==> src/pkg/stage_regs_consts.vh <==
/*
  constants of the stage source-select and drive-state register bank.
  assumes inclusion by bare name from the design files; definitions only.
*/
`ifndef STAGE_REGS_CONSTS_VH
`define STAGE_REGS_CONSTS_VH

// ==========================================================
// reset values
`define SOURCE_SELECT_LO_RST 8'h80
`define SOURCE_SELECT_HI_RST 8'h00
`define DRIVE_STATE_LO_RST 8'hff
`define DRIVE_STATE_MID_RST 8'hff
`define DRIVE_STATE_HI_RST 2'h3
`define DRIVE_STATE_HI_FILL 6'h3f

// ==========================================================
// instruction byte layout
`define INSTR_ADDR_MSB 7
`define INSTR_ADDR_LSB 6
`define INSTR_CODE_MSB 5
`define INSTR_CODE_LSB 1
`define INSTR_ADDR_DEVICE 2'h0

// ==========================================================
// instruction codes
`define CODE_WR_SOURCE_LO 5'h12
`define CODE_WR_SOURCE_HI 5'h13
`define CODE_WR_DRIVE_LO 5'h14
`define CODE_WR_DRIVE_MID 5'h15
`define CODE_WR_DRIVE_HI 5'h16
`define CODE_RD_SOURCE_LO 5'h02
`define CODE_RD_SOURCE_HI 5'h03
`define CODE_RD_DRIVE_LO 5'h04
`define CODE_RD_DRIVE_MID 5'h05
`define CODE_RD_DRIVE_HI 5'h06

// ==========================================================
// frame counts
`define FRAME_BITS 5'h10
`define INSTR_BITS 5'h08
`define FRAME_OVER 5'h11

// ==========================================================
// stage numbering
`define INVERTED_STAGE 7

`endif

==> src/logic/pin_filter.v <==
/*
  three-flop synchroniser with agreement filter for a group of pins.
  assumes the pins are asynchronous to i_ref_clk.
*/
module pin_filter #(
    parameter WIDTH = 1,
    parameter [WIDTH-1:0] RESET_VALUE = {WIDTH{1'b0}}
) (
    input wire i_ref_clk,
    input wire i_sys_rst,
    input wire [WIDTH-1:0] i_pin,
    output reg [WIDTH-1:0] o_level
);
    reg [WIDTH-1:0] sync_1;
    reg [WIDTH-1:0] sync_2;
    reg [WIDTH-1:0] sync_3;
    genvar g;

    // ==========================================================
    // per-bit filter: change taken only when stages two and three agree
    generate
        for (g = 0; g < WIDTH; g = g + 1) begin : bit_filter
            always @(posedge i_ref_clk or posedge i_sys_rst) begin
                if (i_sys_rst) begin
                    sync_1[g] <= RESET_VALUE[g];
                    sync_2[g] <= RESET_VALUE[g];
                    sync_3[g] <= RESET_VALUE[g];
                    o_level[g] <= RESET_VALUE[g];
                end else begin
                    sync_1[g] <= i_pin[g];
                    sync_2[g] <= sync_1[g];
                    sync_3[g] <= sync_2[g];
                    if (sync_2[g] == sync_3[g]) begin
                        o_level[g] <= sync_3[g];
                    end
                end
            end
        end
    endgenerate
endmodule // pin_filter

==> src/logic/output_source_and_drive_regs.v <==
/*
  serial-interface register bank choosing and commanding the 18 low-side stages.
  assumes a serial master on chip select, shift clock and data in, mode 0
  (sample on rising, shift on falling), 16 bits per frame; pins are asynchronous.
  stage vectors: bit k is stage k+1; a one means on at o_stage_output, off at i_usec_stage_state and in the drive-state registers.
*/
// Functional notes
// - source-select low register, stages 1-8, bit n is stage n+1, resets 80h.
// - source-select high register, stages 9-16, bit n is stage n+9, resets 00h.
// - drive-state low register, stages 1-8, resets ffh.
// - drive-state mid register, stages 9-16, resets ffh.
// - drive-state high register, bit 0 stage 17, bit 1 stage 18, resets ffh.
// - drive-state high bits 7 to 2 always read one, writes ignored.
// - all five registers writable and readable, read returns last written except drive-state high bits 7 to 2.
// - serial control with enable: stage on when drive bit 0, off when 1.
// - select bit one: bus-select picks parallel pin or high-speed register; stage 8 has no high-speed bit and goes off instead.
// - stages 17 and 18 follow only their drive bits.
`include "stage_regs_consts.vh"

module output_source_and_drive_regs (
    input wire i_ref_clk,
    input wire i_sys_rst,
    input wire i_spi_cs_n,
    input wire i_spi_sclk,
    input wire i_spi_si,
    output reg o_spi_so,
    output wire o_spi_so_oe_n,
    input wire i_outputs_enabled_flag,
    input wire i_bus_select,
    input wire [15:0] i_parallel_stage_input,
    input wire [15:0] i_usec_stage_state,
    output reg [17:0] o_stage_output
);
    wire [2:0] spi_level;
    wire [15:0] parallel_level;
    wire cs_n;
    wire sclk;
    wire si;
    reg cs_n_prev;
    reg sclk_prev;
    reg [15:0] shift_in;
    reg [4:0] bit_cnt;
    reg [7:0] instr;
    reg [7:0] tx;
    reg [7:0] stage_source_select_lo;
    reg [7:0] stage_source_select_hi;
    reg [7:0] serial_drive_state_lo;
    reg [7:0] serial_drive_state_mid;
    reg [1:0] serial_drive_state_hi;
    reg [7:0] read_data;
    reg [17:0] next_stage_output;
    wire [15:0] source_bits;
    wire [15:0] drive_bits;
    wire [7:0] new_instr;
    wire instr_ok;
    wire [4:0] code;
    wire frame_start;
    wire frame_end;
    wire sclk_rise;
    wire sclk_fall;
    wire rd_ok;
    wire [4:0] rd_code;
    wire write_strobe;
    wire [15:0] stage_on;
    genvar g;

    // ==========================================================
    // pin synchronisers
    // the filters reset to the idle pin levels, so no false edge follows reset
    pin_filter #(.WIDTH(3), .RESET_VALUE(3'h1)) spi_filter (
        .i_ref_clk(i_ref_clk),
        .i_sys_rst(i_sys_rst),
        .i_pin({i_spi_si, i_spi_sclk, i_spi_cs_n}),
        .o_level(spi_level)
    );
    pin_filter #(.WIDTH(16), .RESET_VALUE(16'hffff)) par_filter (
        .i_ref_clk(i_ref_clk),
        .i_sys_rst(i_sys_rst),
        .i_pin(i_parallel_stage_input),
        .o_level(parallel_level)
    );
    assign cs_n = spi_level[0];
    assign sclk = spi_level[1];
    assign si = spi_level[2];
    // the data pin is released whenever the filtered select is high
    assign o_spi_so_oe_n = cs_n;

    // ==========================================================
    // edge decode on the filtered pins
    // edges use filtered levels, so a one-clock pin glitch never counts as a shift
    assign frame_start = cs_n_prev && !cs_n;
    assign frame_end = !cs_n_prev && cs_n;
    assign sclk_rise = !cs_n && sclk && !sclk_prev;
    assign sclk_fall = !cs_n && !sclk && sclk_prev;

    // ==========================================================
    // instruction check: device address 00 and even parity over the byte
    assign new_instr = {shift_in[6:0], si};
    assign instr_ok = (instr[`INSTR_ADDR_MSB:`INSTR_ADDR_LSB] == `INSTR_ADDR_DEVICE)
                      && !(^instr);
    assign code = instr[`INSTR_CODE_MSB:`INSTR_CODE_LSB];
    // only a whole frame with a good instruction byte may write
    assign write_strobe = frame_end && (bit_cnt == `FRAME_BITS) && instr_ok;
    // reads decode the byte as its last bit arrives, so the answer fills the data byte
    assign rd_ok = (new_instr[`INSTR_ADDR_MSB:`INSTR_ADDR_LSB] == `INSTR_ADDR_DEVICE)
                   && !(^new_instr);
    assign rd_code = new_instr[`INSTR_CODE_MSB:`INSTR_CODE_LSB];

    // ==========================================================
    // read mux
    always @* begin
        read_data = 8'h00;
        if (!rd_ok) begin
            read_data = 8'h00;
        end else if (rd_code == `CODE_RD_SOURCE_LO) begin
            read_data = stage_source_select_lo;
        end else if (rd_code == `CODE_RD_SOURCE_HI) begin
            read_data = stage_source_select_hi;
        end else if (rd_code == `CODE_RD_DRIVE_LO) begin
            read_data = serial_drive_state_lo;
        end else if (rd_code == `CODE_RD_DRIVE_MID) begin
            read_data = serial_drive_state_mid;
        end else if (rd_code == `CODE_RD_DRIVE_HI) begin
            read_data = {`DRIVE_STATE_HI_FILL, serial_drive_state_hi};
        end
    end

    // ==========================================================
    // frame engine and registers
    always @(posedge i_ref_clk or posedge i_sys_rst) begin
        if (i_sys_rst) begin
            cs_n_prev <= 1'b1;
            sclk_prev <= 1'b0;
            shift_in <= 16'h0000;
            bit_cnt <= 5'h00;
            instr <= 8'h00;
            tx <= 8'h00;
            o_spi_so <= 1'b0;
            stage_source_select_lo <= `SOURCE_SELECT_LO_RST;
            stage_source_select_hi <= `SOURCE_SELECT_HI_RST;
            serial_drive_state_lo <= `DRIVE_STATE_LO_RST;
            serial_drive_state_mid <= `DRIVE_STATE_MID_RST;
            serial_drive_state_hi <= `DRIVE_STATE_HI_RST;
        end else begin
            cs_n_prev <= cs_n;
            sclk_prev <= sclk;
            // a fresh select drops whatever a cut frame left behind
            if (frame_start) begin
                bit_cnt <= 5'h00;
                shift_in <= 16'h0000;
                tx <= 8'h00;
                o_spi_so <= 1'b0;
            end else if (sclk_rise) begin
                shift_in <= {shift_in[14:0], si};
                if (bit_cnt != `FRAME_OVER) begin
                    bit_cnt <= bit_cnt + 5'h01;
                end
                if (bit_cnt == `INSTR_BITS - 5'h01) begin
                    // answer goes out in the same frame's data byte
                    instr <= new_instr;
                    tx <= read_data;
                    o_spi_so <= read_data[7];
                end
            end else if (sclk_fall && bit_cnt > `INSTR_BITS) begin
                tx <= {tx[6:0], 1'b0};
                o_spi_so <= tx[6];
            end else if (frame_end) begin
                // a short or long frame writes nothing
                if (write_strobe) begin
                    if (code == `CODE_WR_SOURCE_LO) begin
                        stage_source_select_lo <= shift_in[7:0];
                    end else if (code == `CODE_WR_SOURCE_HI) begin
                        stage_source_select_hi <= shift_in[7:0];
                    end else if (code == `CODE_WR_DRIVE_LO) begin
                        serial_drive_state_lo <= shift_in[7:0];
                    end else if (code == `CODE_WR_DRIVE_MID) begin
                        serial_drive_state_mid <= shift_in[7:0];
                    end else if (code == `CODE_WR_DRIVE_HI) begin
                        serial_drive_state_hi <= shift_in[1:0];
                    end
                end
            end
        end
    end

    // ==========================================================
    // stage drive: one selector per stage that has a parallel pin
    assign source_bits = {stage_source_select_hi, stage_source_select_lo};
    assign drive_bits = {serial_drive_state_mid, serial_drive_state_lo};

    generate
        for (g = 0; g < 16; g = g + 1) begin : stage_select
            if (g == `INVERTED_STAGE) begin : no_fast_bus
                // this stage has no high-speed bus bit, so that source holds it off;
                // its pin is non-inverting, unlike every other stage
                assign stage_on[g] = !source_bits[g] ? !drive_bits[g]
                                     : (i_bus_select && parallel_level[g]);
            end else begin : with_fast_bus
                assign stage_on[g] = !source_bits[g] ? !drive_bits[g]
                                     : i_bus_select ? !parallel_level[g]
                                     : !i_usec_stage_state[g];
            end
        end
    endgenerate

    // the enable gates every stage in one place, so no source can bypass it
    always @* begin
        next_stage_output = 18'h00000;
        if (i_outputs_enabled_flag) begin
            next_stage_output[15:0] = stage_on;
            next_stage_output[16] = !serial_drive_state_hi[0];
            next_stage_output[17] = !serial_drive_state_hi[1];
        end
    end

    always @(posedge i_ref_clk or posedge i_sys_rst) begin
        if (i_sys_rst) begin
            o_stage_output <= 18'h00000;
        end else begin
            o_stage_output <= next_stage_output;
        end
    end
endmodule // output_source_and_drive_regs

==> config.mk <==
export PLATFORM = sky130hd
export DESIGN_NAME = output_source_and_drive_regs
export DESIGN_NICKNAME = d
export VERILOG_FILES = /design/src/logic/pin_filter.v /design/src/logic/output_source_and_drive_regs.v
export VERILOG_INCLUDE_DIRS = /design/src /design/src/pkg
export SDC_FILE = /design/constraint.sdc
export NUM_CORES = 1
export LEC_CHECK = 0
export BUFFER_PORTS_ARGS = -buffer_cell sky130_fd_sc_hd__buf_4
export CORE_ASPECT_RATIO = 0.75
export CORE_UTILIZATION = 55
export CTS_BUF_LIST = sky130_fd_sc_hd__clkbuf_8
export DETAILED_ROUTE_END_ITERATION = 16
export PLACE_DENSITY = 0.88
export SETUP_SLACK_MARGIN = 0.1
export SYNTH_ARGS = -nofsm -noshare
export SYNTH_HDL_FRONTEND = slang
export SYNTH_SLANG_ARGS = --single-unit
==> constraint.sdc <==
create_clock -name i_ref_clk -period 4.89 [get_ports i_ref_clk]
set_input_delay 0.489 -clock i_ref_clk [delete_from_list [all_inputs] [get_ports i_ref_clk]]
set_output_delay 0.489 -clock i_ref_clk [all_outputs]
set_load 0.1 [all_outputs]
==> reports/qor.yml <==
global_route:
  antenna_found_initial: 0
  grt_overflow: 0
  grt_pass1_vias: 3781
  grt.total_usage: 0.209
  grt_max_degree: 124
  grt_pass1_wl_um: 18700
hold_path:
  hold_class: "primary input to flip-flop"
  hold_start: "i_parallel_stage_input[13]"
route:
  drtIter0Drc: 223
  firstDrtPassIters: 11
  vias_per_cell: 5.62
  wire_per_inst_um: 17.2
  drc: 2
  num_vias: 3672
  drt-total-wl_um: 11200
  ant_nets: 0
finish:
  final_util: 0.653
  syn2layout_area_growth_pct: 15.1
  num-nets-final: 544
  drive_above_1_share: 0.456
  stdcell_area_um2: 7180
  num_antenna_cells: 0
logic_synthesis:
  synth_fa_ha_area_frac: 0.0405
  synth_top_family_by_area: "multiplexers"
  async_flop_share: 1.00
  ys_seq_area_frac: 0.656
  synth_edf_count: 0
  synth_simple_gate_area_frac: 0.0765
  yosys.area.top_type: "dfstp_2"
  synth_cell_types: 46
  synth_warnings: 0
  synth_ff_type: "dfstp_2"
  synth_xor_xnor_area_share: 0.0199
  syn-num-nets: 482
  synthMuxAreaShare: 0.120
  syn_inst: 438
  synth-seq-cells: 159
  netlist.area_leader.share: 0.371
  synth_commonest_cells: "dfstp_2, dfrtp_1, mux2_2, maj3_1, o21ai_0"
  synth_area_um2: 6230
  synth_compound_area_frac: 0.0686
  yosysMostFrequentCell: "dfstp_2"
  synth_area_leaders: "dfstp_2, dfrtp_1, mux2_2, maj3_1, mux2i_1"
  syn-mean-instance-area_um2: 14.2
cts:
  tritoncts: "built"
  h-tree-depth: 4
  cts_buffers: 17
  clk_root_buffer_cell: "clkbuf_8"
  cts_buffer_depth: 2
  clock_sinks: 159
  ctsHoldBuffers: 0
  ctsResizeCount: 0
  post-cts-setup-buffers: 0
  clkSlewWorstSetupHoldPaths_ns: 0.09
  clkLatencyLatePin_ns: 0.44
timing:
  worst_pin_slew_ns: 1.14
  final_max_slew_viol_count: 0
  max_freq_ghz: 0.382
  setup_viol: 0
  whs_ns: 0.148
  post-route-period-util: 0.535
  min_period_ns: 2.62
  tns_ns: 0
  fin_worst_skew_ns: 0.00976
  hold_viol: 0
  slew_headroom: 0.238
  rsz0062_at_grt: "false"
flow_run:
  cap_violations: 0
die:
  dieArea_um2: 11800
  die_w_um: 125
  std_cell_rows: 33
  core_area_um2: 11000
  pin_count: 59
  initial_core_util: 0.568
  die_y_um: 94.2
power_and_ir_drop:
  power_density_nw_per_um2: 365
  power_mw: 2.62
  p_leak_nw: 3.12
  peakVddDrop_mv: 0.448
setup_path:
  r2r-start: "shift_in[0]"
  setup.worst_path.start: "shift_in[0]"
  critical_path_required_ns: 5.27
  end_kind: "flip-flop"
  cp_max_fo: 33
  critPathArrivalTime_ns: 2.99
  crit_type: "flip-flop to flip-flop"
  crit_path_start_kind: "flip-flop"
placement:
  portBuffers: 57
  place_congestion: 0.788
  place_area_um2: 6800
  hpwl_um: 7190
outcome:
  violations: "design-rule violations"
  status: "complete, but fails checks"
registers in the layout (all words and copies together), names as in the netlist:
signal and count:
stage_source_select_lo 8, o_spi_so 1, bit_cnt 5, spi_filter.o_level 3
stage_source_select_hi 8, spi_filter.sync_3 3, sclk_prev 1, o_stage_output 18
cs_n_prev 1, par_filter.sync_1 16, serial_drive_state_mid 8, serial_drive_state_lo 8
tx 7, par_filter.sync_3 16, par_filter.o_level 16, spi_filter.sync_1 3
spi_filter.sync_2 3, serial_drive_state_hi 2, instr 8, par_filter.sync_2 16
shift_in 8
area by class of cell:
type / instances / area (um2)
Clock buffer: 18 / 248
Clock inverter: 14 / 129
Fill cell: 755 / 3810
Inverter: 14 / 57.6
Multi-Input combinational cell: 248 / 2030
Sequential cell: 159 / 4090
Tap cell: 140 / 175
Timing Repair Buffer: 60 / 450
kinds of logic (layout without fill, tap and decap cells):
logic type | Yosys count | after routing
xor+xnor | 11 | 11
compound gates | 64 | 64
simple gates | 81 | 81
fa+ha+maj | 24 | 24
buf+inv | 31 | 106
mux | 68 | 68
flops | 159 | 159
critical path, cell delays in order (launching register included):
cell and delay, ns:
dfrtp_1 1.11, xor2_1 0.14, xnor3_1 0.42, nand3_1 0.25
o41ai_1 0.43, mux2_2 0.21
metal layers:
| metal | track usage | up-vias | wire length, um |
|---|---|---|---|
| met5 | 0 | - | 0 |
| met4 | 0.0823 | 0 | 108 |
| met3 | 0.0587 | 15 | 598 |
| met2 | 0.327 | 102 | 5450 |
| met1 | 0.280 | 1898 | 5050 |
| li1 | - | 1657 | - |
placed cells by master (no fill, tap or decap), types with 15 or more instances in the layout:
cell,netlist,final
buf_4,0,60
clkbuf_8,0,18
dfrtp_1,71,71
dfstp_2,88,88
inv_1,14,17
maj3_1,19,19
mux2_2,53,53
mux2i_1,15,15
nor2b_1,16,16
o21ai_0,18,18
path summary, 6_finish.rpt:
check,end,slack (ns),cells past startpoint
setup reg to reg,tx[1],2.27,5
setup / recovery,tx[1],2.27,5
min in group asynchronous,stage_source_select_lo[6],0.29,2
hold / removal,par_filter.sync_1[13],0.15,1
hold reg to reg,par_filter.sync_2[14],0.35,0
max in group asynchronous,serial_drive_state_mid[1],3.49,3
power by group:
part,switching [mW],internal [mW]
sequential,0.0492,1.40
combinational,0.160,0.0924
clock,0.458,0.458
total,0.667,1.95
through the flow:
| stage | setup WS [ns] | instances |
|---|---|---|
| after floorplan | 0.255 | 438 |
| after global placement | 2.45 | 621 |
| after detailed placement | 2.31 | 621 |
| after CTS | 2.29 | 653 |
| after global routing | 2.09 | 653 |
| final | 2.27 | 653 |
No activity file was read; power rests on OpenSTA's default activity.
